--- src/logic/pcr_regs.svh ---
// register offsets, field positions, reset values and timing counts
// assumes a byte-wide register file reached as aligned 32-bit words
`ifndef PCR_REGS_SVH
`define PCR_REGS_SVH

`define OFS_CPU_CLOCK_SELECT      16'h6200
`define OFS_PERIPHERAL_CLOCK_GATE 16'h6201
`define OFS_WAKE_LEVEL_SELECT     16'h6202
`define OFS_POWER_CONTROL         16'h6203
`define OFS_POWER_STATUS          16'h6204
`define OFS_WAKE_SOURCE_ENABLE    16'h6205
`define OFS_PD_REQUEST            16'h6208

`define RST_CPU_CLOCK_SELECT      8'h02
`define RST_PERIPHERAL_CLOCK_GATE 8'h0e
`define RST_WAKE_LEVEL_SELECT     8'h40
`define RST_POWER_CONTROL         8'hc0
`define RST_WAKE_SOURCE_ENABLE    8'h00

`define BIT_UART_CLK_EN    3
`define BIT_RESET_SEEN     6
`define MASK_CLK_SEL       8'h03
`define MASK_CLK_GATE_RW   8'h08
`define MASK_WAKE_LEVEL_RW 8'h57

`define GLITCH_TIME_US     1000
`define OSC_STARTUP_US     2000
`define CLK_MHZ            50
`define GLITCH_CYCLES      (`GLITCH_TIME_US * `CLK_MHZ)
`define OSC_STARTUP_CYCLES (`OSC_STARTUP_US * `CLK_MHZ)
`define PWRUP_CYCLES       16

`endif

--- src/logic/pcr_pkg.sv ---
// types shared by the power, clock and reset controller
// no constants here: those live in pcr_regs.svh
`default_nettype none
package pcr_pkg;

  typedef enum logic [2:0] {
    st_reset,
    st_power_up,
    st_running,
    st_stopping,
    st_stopped,
    st_waking
  } seq_state_t;

  typedef struct packed {
    logic        hsel;
    logic [31:0] haddr;
    logic [1:0]  htrans;
    logic        hwrite;
    logic [2:0]  hsize;
    logic [31:0] hwdata;
    logic        hready;
  } ahb_req_t;

  typedef struct packed {
    logic [31:0] hrdata;
    logic        hreadyout;
    logic        hresp;
  } ahb_rsp_t;

  typedef struct packed {
    logic [7:0] gpio_out_en_n;
    logic [7:0] pad_pullup_enable;
    logic [7:0] gpio_push_enable;
    logic [7:0] pad_hold_control;
  } pad_ctrl_t;

endpackage : pcr_pkg
`default_nettype wire

--- src/logic/power_clock_reset_unit.sv ---
// power, clock and reset controller with its seven byte registers on ahb-lite
// assumes supply and pin inputs are asynchronous and pass two flops first
// Notes on behaviour
// - cpu clock divide: 00/11 full, 01 half, 10 quarter
// - clock rate change applies live, no halt
// - fast uart clock gated by bit 3
// - uart clock gate switchable any time
// - supply low: internal reset, all clocks stop
// - supply good: power-up, then reset-out high
// - glitch over 1 ms: reset, reset-out low
// - hard power-down pin low holds reset
// - hard power-down forces pads quasi-bidirectional
// - only hard and soft power-down states
// - power-down request stops clocks, enters stopped
// - eight wake sources, each individually enabled
// - wake honoured only once stopped is reached
// - cpu clock back after oscillator start-up
// - request clears one cycle after clock returns
// - seven byte registers from base offset
// - reset-seen flag set by reset, firmware clears
`timescale 1ns/1ps
`default_nettype none
`include "pcr_regs.svh"
module power_clock_reset_unit
  import pcr_pkg::*;
#(
  parameter int GLITCH_CYCLES  = `GLITCH_CYCLES,
  parameter int STARTUP_CYCLES = `OSC_STARTUP_CYCLES,
  parameter int PWRUP_CYCLES   = `PWRUP_CYCLES
) (
  // clock and reset
  input  wire logic      hclk,
  input  wire logic      hresetn,
  // ahb-lite slave
  input  wire ahb_req_t  ahb_req,
  output ahb_rsp_t       ahb_rsp,
  // supply monitor and pins
  input  wire logic      supply_ok,
  input  wire logic      supply_glitch_low,
  input  wire logic      hard_power_down_n,
  input  wire logic [7:0] wake_src,
  input  wire logic [7:0] gpio_value,
  // clocks and resets out
  output logic           cpu_clk_tick,
  output logic           uart_clk_en,
  output logic           internal_reset,
  output logic           reset_out_n,
  output logic           regulator_soft_pd,
  output logic           ports_disconnect,
  output pad_ctrl_t      pad_ctrl
);

  localparam logic [7:0] SRC_LEVEL_MASK = 8'h07;

  typedef struct packed {
    logic [2:0]   sync_a;
    logic [2:0]   sync_b;
    logic [7:0]   wake_a;
    logic [7:0]   wake_b;
    logic [7:0]   gpio_a;
    logic [7:0]   gpio_b;
    seq_state_t   state;
    logic [31:0]  cnt;
    logic [31:0]  glitch_cnt;
    logic [7:0]   clk_sel;
    logic [7:0]   clk_gate;
    logic [7:0]   wake_lvl;
    logic [7:0]   pwr_ctrl;
    logic [7:0]   wake_en;
    logic         pd_req;
    logic         clk_on_seen;
    logic         dph_valid;
    logic         dph_write;
    logic [15:0]  dph_addr;
    logic [31:0]  hrdata;
    logic         rst_out_n;
    logic         int_rst;
  } pcr_state_t;

  pcr_state_t s_q;
  pcr_state_t s_d;
  logic       clk_run;
  logic       tick;

  clock_divider #(
    .CNT_W (2)
  ) u_div (
    .hclk    (hclk),
    .hresetn (hresetn),
    .run     (clk_run),
    .sel     (s_q.clk_sel[1:0]),
    .tick    (tick)
  );

  function automatic logic [7:0] wake_hits(input logic [7:0] src, input logic [7:0] lvl,
                                           input logic [7:0] en);
    logic [7:0] pol;
    pol = 8'h00;
    // bits 0..2 carry a selectable level, the rest are active high
    pol[0] = ~lvl[0];
    pol[1] = ~lvl[1];
    pol[2] =  lvl[2];
    // pol bit high means the source wakes on a high level
    wake_hits = (((src & ~SRC_LEVEL_MASK) | ((src ~^ pol) & SRC_LEVEL_MASK)) & en);
  endfunction : wake_hits

  always_comb begin
    logic       sup_ok;
    logic       glitch;
    logic       hard_power_down;
    logic       any_rst;
    logic [7:0] rd;
    logic       wr_now;
    logic [7:0] wb;
    sup_ok = s_q.sync_b[0];
    glitch = s_q.sync_b[1];
    hard_power_down    = ~s_q.sync_b[2];
    any_rst = 1'b0;
    rd = 8'h00;
    wr_now = 1'b0;
    wb = 8'h00;
    s_d = s_q;

    // two-flop synchronisers
    s_d.sync_a = {hard_power_down_n, supply_glitch_low, supply_ok};
    s_d.sync_b = s_q.sync_a;
    s_d.wake_a = wake_src;
    s_d.wake_b = s_q.wake_a;
    s_d.gpio_a = gpio_value;
    s_d.gpio_b = s_q.gpio_a;

    if (glitch) begin
      if (s_q.glitch_cnt < GLITCH_CYCLES) begin
        s_d.glitch_cnt = s_q.glitch_cnt + 32'd1;
      end
    end else begin
      s_d.glitch_cnt = '0;
    end

    any_rst = !sup_ok || hard_power_down || (s_q.glitch_cnt >= GLITCH_CYCLES);

    // request drops a cycle after the clock restarts; a fresh request below wins
    if (s_q.clk_on_seen) begin
      s_d.clk_on_seen = 1'b0;
      s_d.pd_req = 1'b0;
    end

    // register write in the data phase
    wr_now = s_q.dph_valid && s_q.dph_write;
    wb = ahb_req.hwdata[7:0];
    if (wr_now) begin
      if (s_q.dph_addr == `OFS_CPU_CLOCK_SELECT) begin
        s_d.clk_sel = wb & `MASK_CLK_SEL;
      end else if (s_q.dph_addr == `OFS_PERIPHERAL_CLOCK_GATE) begin
        s_d.clk_gate = (s_q.clk_gate & ~`MASK_CLK_GATE_RW) | (wb & `MASK_CLK_GATE_RW);
      end else if (s_q.dph_addr == `OFS_WAKE_LEVEL_SELECT) begin
        s_d.wake_lvl = wb & `MASK_WAKE_LEVEL_RW;
      end else if (s_q.dph_addr == `OFS_POWER_CONTROL) begin
        s_d.pwr_ctrl = wb;
      end else if (s_q.dph_addr == `OFS_WAKE_SOURCE_ENABLE) begin
        s_d.wake_en = wb;
      end else if (s_q.dph_addr == `OFS_PD_REQUEST) begin
        if (wb[0] && s_q.state == st_running) begin
          s_d.pd_req = 1'b1;
        end
      end
    end

    // power sequencer; only two low-power states exist
    case (s_q.state)
      st_reset: begin
        s_d.rst_out_n = 1'b0;
        s_d.cnt = '0;
        if (!any_rst) begin
          s_d.state = st_power_up;
        end
      end
      st_power_up: begin
        s_d.cnt = s_q.cnt + 32'd1;
        if (s_q.cnt >= PWRUP_CYCLES - 1) begin
          s_d.state = st_running;
          s_d.rst_out_n = 1'b1;
        end
      end
      st_running: begin
        // the request left over from the last sleep is not a new one
        if (s_q.pd_req && !s_q.clk_on_seen) begin
          s_d.state = st_stopping;
        end
      end
      st_stopping: begin
        s_d.state = st_stopped;
      end
      st_stopped: begin
        s_d.cnt = '0;
        if (|wake_hits(s_q.wake_b, s_q.wake_lvl, s_q.wake_en)) begin
          s_d.state = st_waking;
        end
      end
      st_waking: begin
        s_d.cnt = s_q.cnt + 32'd1;
        if (s_q.cnt >= STARTUP_CYCLES - 1) begin
          s_d.state = st_running;
          s_d.clk_on_seen = 1'b1;
        end
      end
      default: begin
        s_d.state = st_reset;
      end
    endcase

    // reset-seen: set wins over a firmware clear
    if (s_q.state == st_power_up) begin
      s_d.wake_lvl[`BIT_RESET_SEEN] = 1'b1;
    end

    if (any_rst) begin
      s_d.state = st_reset;
      s_d.rst_out_n = 1'b0;
      s_d.pd_req = 1'b0;
      s_d.clk_on_seen = 1'b0;
      s_d.clk_sel = `RST_CPU_CLOCK_SELECT;
      s_d.clk_gate = `RST_PERIPHERAL_CLOCK_GATE;
      s_d.wake_lvl = `RST_WAKE_LEVEL_SELECT;
      s_d.pwr_ctrl = `RST_POWER_CONTROL;
      s_d.wake_en = `RST_WAKE_SOURCE_ENABLE;
    end
    s_d.int_rst = any_rst;

    // ahb address phase capture
    if (ahb_req.hready) begin
      s_d.dph_valid = ahb_req.hsel && ahb_req.htrans[1];
      s_d.dph_write = ahb_req.hwrite;
      s_d.dph_addr = ahb_req.haddr[17:2];
    end

    // read data, unmapped addresses read zero
    if (ahb_req.hready && ahb_req.hsel && ahb_req.htrans[1] && !ahb_req.hwrite) begin
      if (ahb_req.haddr[17:2] == `OFS_CPU_CLOCK_SELECT) begin
        rd = s_q.clk_sel;
      end else if (ahb_req.haddr[17:2] == `OFS_PERIPHERAL_CLOCK_GATE) begin
        rd = s_q.clk_gate;
      end else if (ahb_req.haddr[17:2] == `OFS_WAKE_LEVEL_SELECT) begin
        rd = s_q.wake_lvl;
      end else if (ahb_req.haddr[17:2] == `OFS_POWER_CONTROL) begin
        rd = s_q.pwr_ctrl;
      end else if (ahb_req.haddr[17:2] == `OFS_POWER_STATUS) begin
        rd = {4'h0, (s_q.state == st_stopped), s_q.state};
      end else if (ahb_req.haddr[17:2] == `OFS_WAKE_SOURCE_ENABLE) begin
        rd = s_q.wake_en;
      end else if (ahb_req.haddr[17:2] == `OFS_PD_REQUEST) begin
        rd = {7'h00, s_q.pd_req};
      end
      s_d.hrdata = {24'h00_0000, rd};
    end
  end

  always_ff @(posedge hclk or negedge hresetn) begin
    if (!hresetn) begin
      s_q <= '0;
      s_q.state <= st_reset;
      s_q.clk_sel <= `RST_CPU_CLOCK_SELECT;
      s_q.clk_gate <= `RST_PERIPHERAL_CLOCK_GATE;
      s_q.wake_lvl <= `RST_WAKE_LEVEL_SELECT;
      s_q.pwr_ctrl <= `RST_POWER_CONTROL;
      s_q.wake_en <= `RST_WAKE_SOURCE_ENABLE;
    end else begin
      s_q <= s_d;
    end
  end

  // clocks stop in reset and in soft power-down
  // in the wake cycle the clock runs while the old request still stands
  assign clk_run = (s_q.state == st_running) && (!s_q.pd_req || s_q.clk_on_seen);
  // gated so that no tick leaks out in the cycle a stop takes effect
  assign cpu_clk_tick = tick && clk_run;
  assign uart_clk_en = clk_run && s_q.clk_gate[`BIT_UART_CLK_EN];
  assign internal_reset = s_q.int_rst | (s_q.state == st_reset);
  assign reset_out_n = s_q.rst_out_n;
  assign regulator_soft_pd = (s_q.state == st_stopping) || (s_q.state == st_stopped);
  assign ports_disconnect = ~s_q.sync_b[2];

  always_comb begin
    pad_ctrl = '0;
    if (!s_q.sync_b[2]) begin
      pad_ctrl.gpio_out_en_n = 8'hff;
      pad_ctrl.pad_pullup_enable = 8'hff;
      pad_ctrl.gpio_push_enable = 8'h00;
      pad_ctrl.pad_hold_control = s_q.gpio_b;
    end
  end

  assign ahb_rsp.hrdata = s_q.hrdata;
  assign ahb_rsp.hreadyout = 1'b1;
  assign ahb_rsp.hresp = 1'b0;

endmodule : power_clock_reset_unit
`default_nettype wire

--- src/logic/clock_divider.sv ---
// glitch-free cpu clock enable generator: selectable divide by 1, 2 or 4
// assumes the select input is already synchronous to hclk
`timescale 1ns/1ps
`default_nettype none
module clock_divider #(
  parameter int CNT_W = 2
) (
  // clock and reset
  input  wire logic             hclk,
  input  wire logic             hresetn,
  // control
  input  wire logic             run,
  input  wire logic [1:0]       sel,
  // tick out
  output logic                  tick
);

  typedef struct packed {
    logic [CNT_W-1:0] cnt;
    logic [1:0]       sel_live;
    logic             tick;
  } div_state_t;

  div_state_t s_q;
  div_state_t s_d;

  always_comb begin
    logic             wrap;
    wrap = 1'b0;
    s_d  = s_q;
    s_d.tick = 1'b0;
    if (run) begin
      s_d.cnt = s_q.cnt + 1'b1;
      case (s_q.sel_live)
        2'b01:   wrap = s_q.cnt[0];
        2'b10:   wrap = &s_q.cnt;
        default: wrap = 1'b1;
      endcase
      if (wrap) begin
        s_d.tick = 1'b1;
        s_d.cnt = '0;
        s_d.sel_live = sel; // rate changes only at a period boundary
      end
    end else begin
      s_d.cnt = '0;
      s_d.sel_live = sel;
    end
  end

  always_ff @(posedge hclk or negedge hresetn) begin
    if (!hresetn) begin
      s_q <= '0;
    end else begin
      s_q <= s_d;
    end
  end

  assign tick = s_q.tick;

endmodule : clock_divider
`default_nettype wire

--- config.mk ---
export PLATFORM = sky130hd
export DESIGN_NAME = power_clock_reset_unit
export DESIGN_NICKNAME = d
export VERILOG_FILES = /design/src/logic/pcr_pkg.sv /design/src/logic/power_clock_reset_unit.sv /design/src/logic/clock_divider.sv
export VERILOG_INCLUDE_DIRS = /design/src /design/src/logic
export SDC_FILE = /design/constraint.sdc
export NUM_CORES = 1
export LEC_CHECK = 0
export ABC_AREA = 0
export BUFFER_PORTS_ARGS = -buffer_cell sky130_fd_sc_hd__clkbuf_2
export CAP_MARGIN = 20
export CORE_MARGIN = 8
export CORE_UTILIZATION = 45
export CTS_CLUSTER_SIZE = 16
export DETAILED_ROUTE_END_ITERATION = 10
export GPL_ROUTABILITY_DRIVEN = 0
export MAX_ROUTING_LAYER = met4
export PLACE_DENSITY = 0.7
export SYNTH_ARGS = -nofsm -noshare
export SYNTH_HDL_FRONTEND = slang
export SYNTH_SLANG_ARGS = --single-unit
--- constraint.sdc ---
create_clock -name hclk -period 2.1 [get_ports hclk]
set_input_delay 0.63 -clock hclk [delete_from_list [all_inputs] [get_ports hclk]]
set_output_delay 0.63 -clock hclk [all_outputs]
set_load 0.02 [all_outputs]
Word-level counts from Yosys, hierarchy flattened
Cells that the tools add are included.

Bits in writable memories: 0. Output and inout bits: 72. Memories: 0. Register bits after elaboration: 180. Memory bits (read-only): 0. Input bits: 93. Bits in latches: 0.

Bitwise gates (word level): 8. Div/mod/pow operators: 0. Shifts and indexed selects: 0. Mux-type cells: 43. $mul: 0. Add/sub/neg operators: 3. $lt $le $gt $ge: 4. Equality and inequality tests: 32. Reduce and logical (&&, ||, !) cells: 41.

Operator list (number): $eq 16x15->1 const B (13); $mux 32 (3); $mux 8 (11); $add 32x1->32 const B (2); $pmux 32 s2 (1); $mux 42 (1); $mux 41 (1); $mux 33 (1); $ge 32x16->1 const B (1); $ge 32x17->1 const B (1); $ge 32x4->1 const B (1); $lt 32x16->1 const B (1); $mux 25 (1); $pmux 3 s6 (1); $mux 17 (1); $mux 3 (5); $reduce_bool 2->1 (7); $reduce_and 4->1 (3); $mux 1 (11); $logic_and 1x1->1 (10); $mux 9 (1); $ne 3x2->1 const B (3); $ne 3x3->1 const B (3); $reduce_bool 3->1 (3); other kinds (27) (45).

Longest topological paths before layout
Word-level depth: 12. Depth in mapped cells: 9. Depth with buffers taken out: 7.

By module
A second synthesis with hierarchy kept.

Cell total of the unflattened synthesis: 714. Area, all modules: 7709.9 sq um.

Modules (own cells, without submodules): power_clock_reset_unit (cells an instance 697, instances 1, area each 7475.9 sq um, seq. area each 4011.3 sq um); clock_divider (cells an instance 17, instances 1, area each 234.0 sq um, seq. area each 125.1 sq um).

Worst setup path after synthesis
Ideal clock, no wire load.

Kind: input -> register. From: in ahb_req[49] (netlist name). To: reg s_q, in the netlist ahb_rsp[6]. Arrival: 2.323 ns. Path buffers: 1. Slack: -0.319 ns. Stages on the path: 6. Library setup time: 0.096 ns. Path through: or4b_1 or4_1 clkbuf_1 mux2_2 o21ai_0 o31ai_1.

Cells in the longest elaborated chain, start to end: 7. Elaborated cells between the ends (all ways): 12. Those cells by class: 6 x eq/ne; 6 x mux.

RTL lines: from (decl) (line power_clock_reset_unit.sv:35) `input wire ahb_req_t ahb_req,`; $eq 16x15->1 (no source line); $mux 8 (line power_clock_reset_unit.sv:249) `` end else if (ahb_req.haddr[17:2] == `OFS_WAKE_SOURCE_ENABLE) begin ``; $mux 8 (line power_clock_reset_unit.sv:247) `` end else if (ahb_req.haddr[17:2] == `OFS_POWER_STATUS) begin ``; $mux 8 (line power_clock_reset_unit.sv:245) `` end else if (ahb_req.haddr[17:2] == `OFS_POWER_CONTROL) begin ``; $mux 8 (line power_clock_reset_unit.sv:243) `` end else if (ahb_req.haddr[17:2] == `OFS_WAKE_LEVEL_SELECT) begin ``; $mux 8 (line power_clock_reset_unit.sv:241) `` end else if (ahb_req.haddr[17:2] == `OFS_PERIPHERAL_CLOCK_GATE) begin ``; $mux 8 * (line power_clock_reset_unit.sv:239) `` if (ahb_req.haddr[17:2] == `OFS_CPU_CLOCK_SELECT) begin ``; to (decl) (line power_clock_reset_unit.sv:80) `pcr_state_t s_q;`.

Mark *: on every way between the ends. The rest lies on a longest branch, timed or not. A chain may end at the register's enable or synchronous reset.

Worst setup path in the final report
From: reg s_q[158] (netlist name). To: out internal_reset.

Cells in the longest elaborated chain, start to end: 2.

RTL lines: $logic_not 3->1 (line power_clock_reset_unit.sv:278) `assign internal_reset = s_q.int_rst | (s_q.state == st_reset);`; $or 1x1->1 (line power_clock_reset_unit.sv:278); to (decl) (line power_clock_reset_unit.sv:46) `output logic internal_reset,`.

Every way passes these cells.

==> results.cfg <==
[synth]
ys_warn_count = 0
synth-seq-area-share = 0.535
yosys_most_used_dff = dfrtp_1
ys_top_cells_by_area = dfrtp_1 (51%), buf_4 (5.7%), mux2i_1 (3.8%)
synth_top_area_share = 0.514
yosysUniqueCellTypes = 63
avgSynthCellArea_um2 = 10.8
synth-edff-count = 0
async_flop_share = 1.00
synth-seq-cells = 165
syn-cell-area_um2 = 7740
synthCells = 718
synth_area_leader_cell = dfrtp_1

[timing]
hold_viol_final = 0
finalCritPeriodShare = 1.01
grt_setup_unrepaired = yes
drv_slew = 0
fin_ws_ns = -0.0140
setup_violations = 7
finalCriticalPeriod_ns = 2.11
skew_ns = 0.00690
fin_setup_tns_ns = -0.0550
hold_ws_ns = 0.135
fmax_mhz = 473

[grt]
grt_overflow = 0
grt_pass1_vias = 5507
grt_max_degree = 43
track_usage = 0.165
grt_first_pass_wirelength_um = 28000
grt_antenna_before_repair = 0

[clocking]
root_buffer = clkbuf_16
cts.clk_slew.worst_paths_ns = 0.06
htreeDepth = 4
ctsHoldBuffers = 0
cts_tree = built
clock_latency_ns = 0.42
clock-sinks = 165
cts_buffers = 17
cts_buffer_depth = 2

[power_and_ir_drop]
ir_drop_mv = 0.548
clkPwrFrac = 0.436
p_int_uw = 5220
p_comb_frac = 0.079
leakage_uw = 0.00441
netSwitchingPower_uw = 1640
seq_power_share = 0.485
switching_share = 0.239
p_per_area_nw_per_um2 = 733

[critical_path]
r2r_slack_ns = 0.06
rr_worst_depth = 6
crit_slowest_cell = dfrtp_2
path_cells = buf_4 -> nor3_4 -> or2_2 -> buf_2
worst_r2r_endpoint = s_q[76]
path_class = reg2out
critPathCaptureType = output pin
cp_data_required_time_ns = 1.47
start_kind = register
r2r-start = s_q[107]
cp.arrival_ns = 1.48
cp_max_fo = 8
crit_path_max_incr_delay_ns = 0.40

[floorplanning]
die_y_um = 147
ios = 165
core_area_um2 = 17100
rows = 48
chipWidth_um = 147
dieArea_um2 = 21600
initial_utilization = 0.454

[run_status]
status = finished, violations left
violations = setup timing

[drt]
via_count = 5554
ant_nets = 0
routed_via_density = 5.14
drt-initial-drc-count = 437
wirelength_um = 17000
first_pass_iters = 5
drc_errors = 0
wl_per_cell_um = 15.8

[run]
drv_cap = 0

[placement]
dpl.hpwl_um = 12300
io_buffers = 86
place_ws_ns = -0.523

[layout]
nets = 941
drive_above_1_share = 0.301
area_growth_pct = 20.8
diodes = 0

[min_path]
hp-class = in2async
## stage by stage
step | util | total power, µW | cell area (µm²) | std cells
2_1_floorplan | - | 3700 | 7870 | 750
3_3_place_gp | 0.500 | 3880 | 8530 | 1038
3_5_place_dp | 0.500 | 3890 | 8530 | 1038
4_1_cts | 0.542 | 6920 | 9240 | 1077
5_1_grt | 0.548 | 7130 | 9340 | 1080
6_report | 0.548 | 6850 | 9340 | 1080
## synthesized netlist by cell type (all sizes together) (3+ instances only)
| cell | count |
|---|---|
| and3 | 17 |
| xnor2 | 8 |
| nand2b | 10 |
| or4 | 4 |
| a211oi | 3 |
| a21oi | 17 |
| or2 | 3 |
| o21ai | 20 |
| nand2 | 51 |
| xor2 | 25 |
| dfrtp | 159 |
| or3 | 6 |
| clkbuf | 25 |
| nor3b | 5 |
| or4b | 3 |
| o22ai | 3 |
| nor3 | 14 |
| nand4b | 4 |
| a21o | 3 |
| ha | 6 |
| buf | 62 |
| nor4b | 5 |
| o31ai | 4 |
| nor2b | 12 |
| and2 | 20 |
| inv | 15 |
| a31o | 3 |
| nor4 | 14 |
| nand3 | 21 |
| a32oi | 3 |
| mux2 | 21 |
| nand3b | 3 |
| mux2i | 29 |
| nand4 | 24 |
| dfstp | 6 |
| nor2 | 62 |
| and4 | 8 |
## critical path: cells and delay by family, from the launching register on
family	cells	cell delay [ns]
buf+inv	2	0.34
simple gates	2	0.32
flops	1	0.40
## registers in the layout, indices dropped and copies added, names as in the netlist
signal / flops
u_div.tick: 1
u_div.s_q: 4
s_d: 19
ahb_rsp: 8
s_q: 132
reset_out_n: 1
## metal layers
layer  vias to the layer above  wire length (µm)  GRT usage
met2                       125              8090      0.258
met1                      2738              7940      0.211
met4                         0               306     0.0581
li1                       2671                 -          -
met3                        20               685     0.0332
met5                         -                 0          -
## repair_timing
action,CTS,global route
buffers inserted,7,3
gates resized for setup,19,20
endpoints found under the setup margin,12,55
pin swaps,5,3
## cells in the final DEF (no fill, tap or decap), types with 11 or more instances in the layout
cell / n
conb_1: 34
nand4_1: 24
o21ai_0: 15
mux2i_1: 29
nor2_1: 62
buf_4: 70
mux2_2: 20
nand2_1: 51
nor2b_1: 11
xor2_1: 25
nand3_1: 20
inv_1: 13
clkbuf_2: 81
and2_1: 19
dfrtp_1: 157
nor3_1: 11
clkbuf_16: 17
and3_1: 15
a21oi_1: 16
## how the worst max path moves through the flow
stage	startpoint	end	slack, ns
finish	s_q[158]	internal_reset	-0.01
global route	s_q[159]	uart_clk_en	-0.09
CTS	s_q[159]	uart_clk_en	-0.07
detailed placement	ahb_req[46]	ahb_rsp[4]	-0.52
global placement	ahb_req[53]	ahb_rsp[6]	-0.48
floorplan	ahb_req[53]	ahb_rsp[6]	-0.27
## cell type report
cell class	count	area [µm²]
repair buffers	160	1050
clock inverters	12	131
flip-flops and latches	165	4140
clock buffers	20	437
well taps	225	282
fillers	1491	7710
inverters	16	66.3
multi-input cells	482	3240
## power by group through the flow
stage | Clock [µW] | Combinational, µW | Sequential, µW
finish | 2990 | 541 | 3320
global route | 3210 | 594 | 3330
CTS | 3060 | 536 | 3320
detailed placement | 0 | 518 | 3380
global placement | 0 | 511 | 3370
floorplan | 0 | 346 | 3350
## kinds of logic after synthesis
group	after synthesis	synth area share
other	2	0.000971
xor gates and xnor gates	33	0.0374
and+or+nand+nor	289	0.208
adders and majority gates	6	0.00970
AOI/OAI and AO/OA	70	0.0616
buffers and inverters	103	0.0792
muxes	50	0.0681
DFF	165	0.535
(Power assumes the default switching activity.)
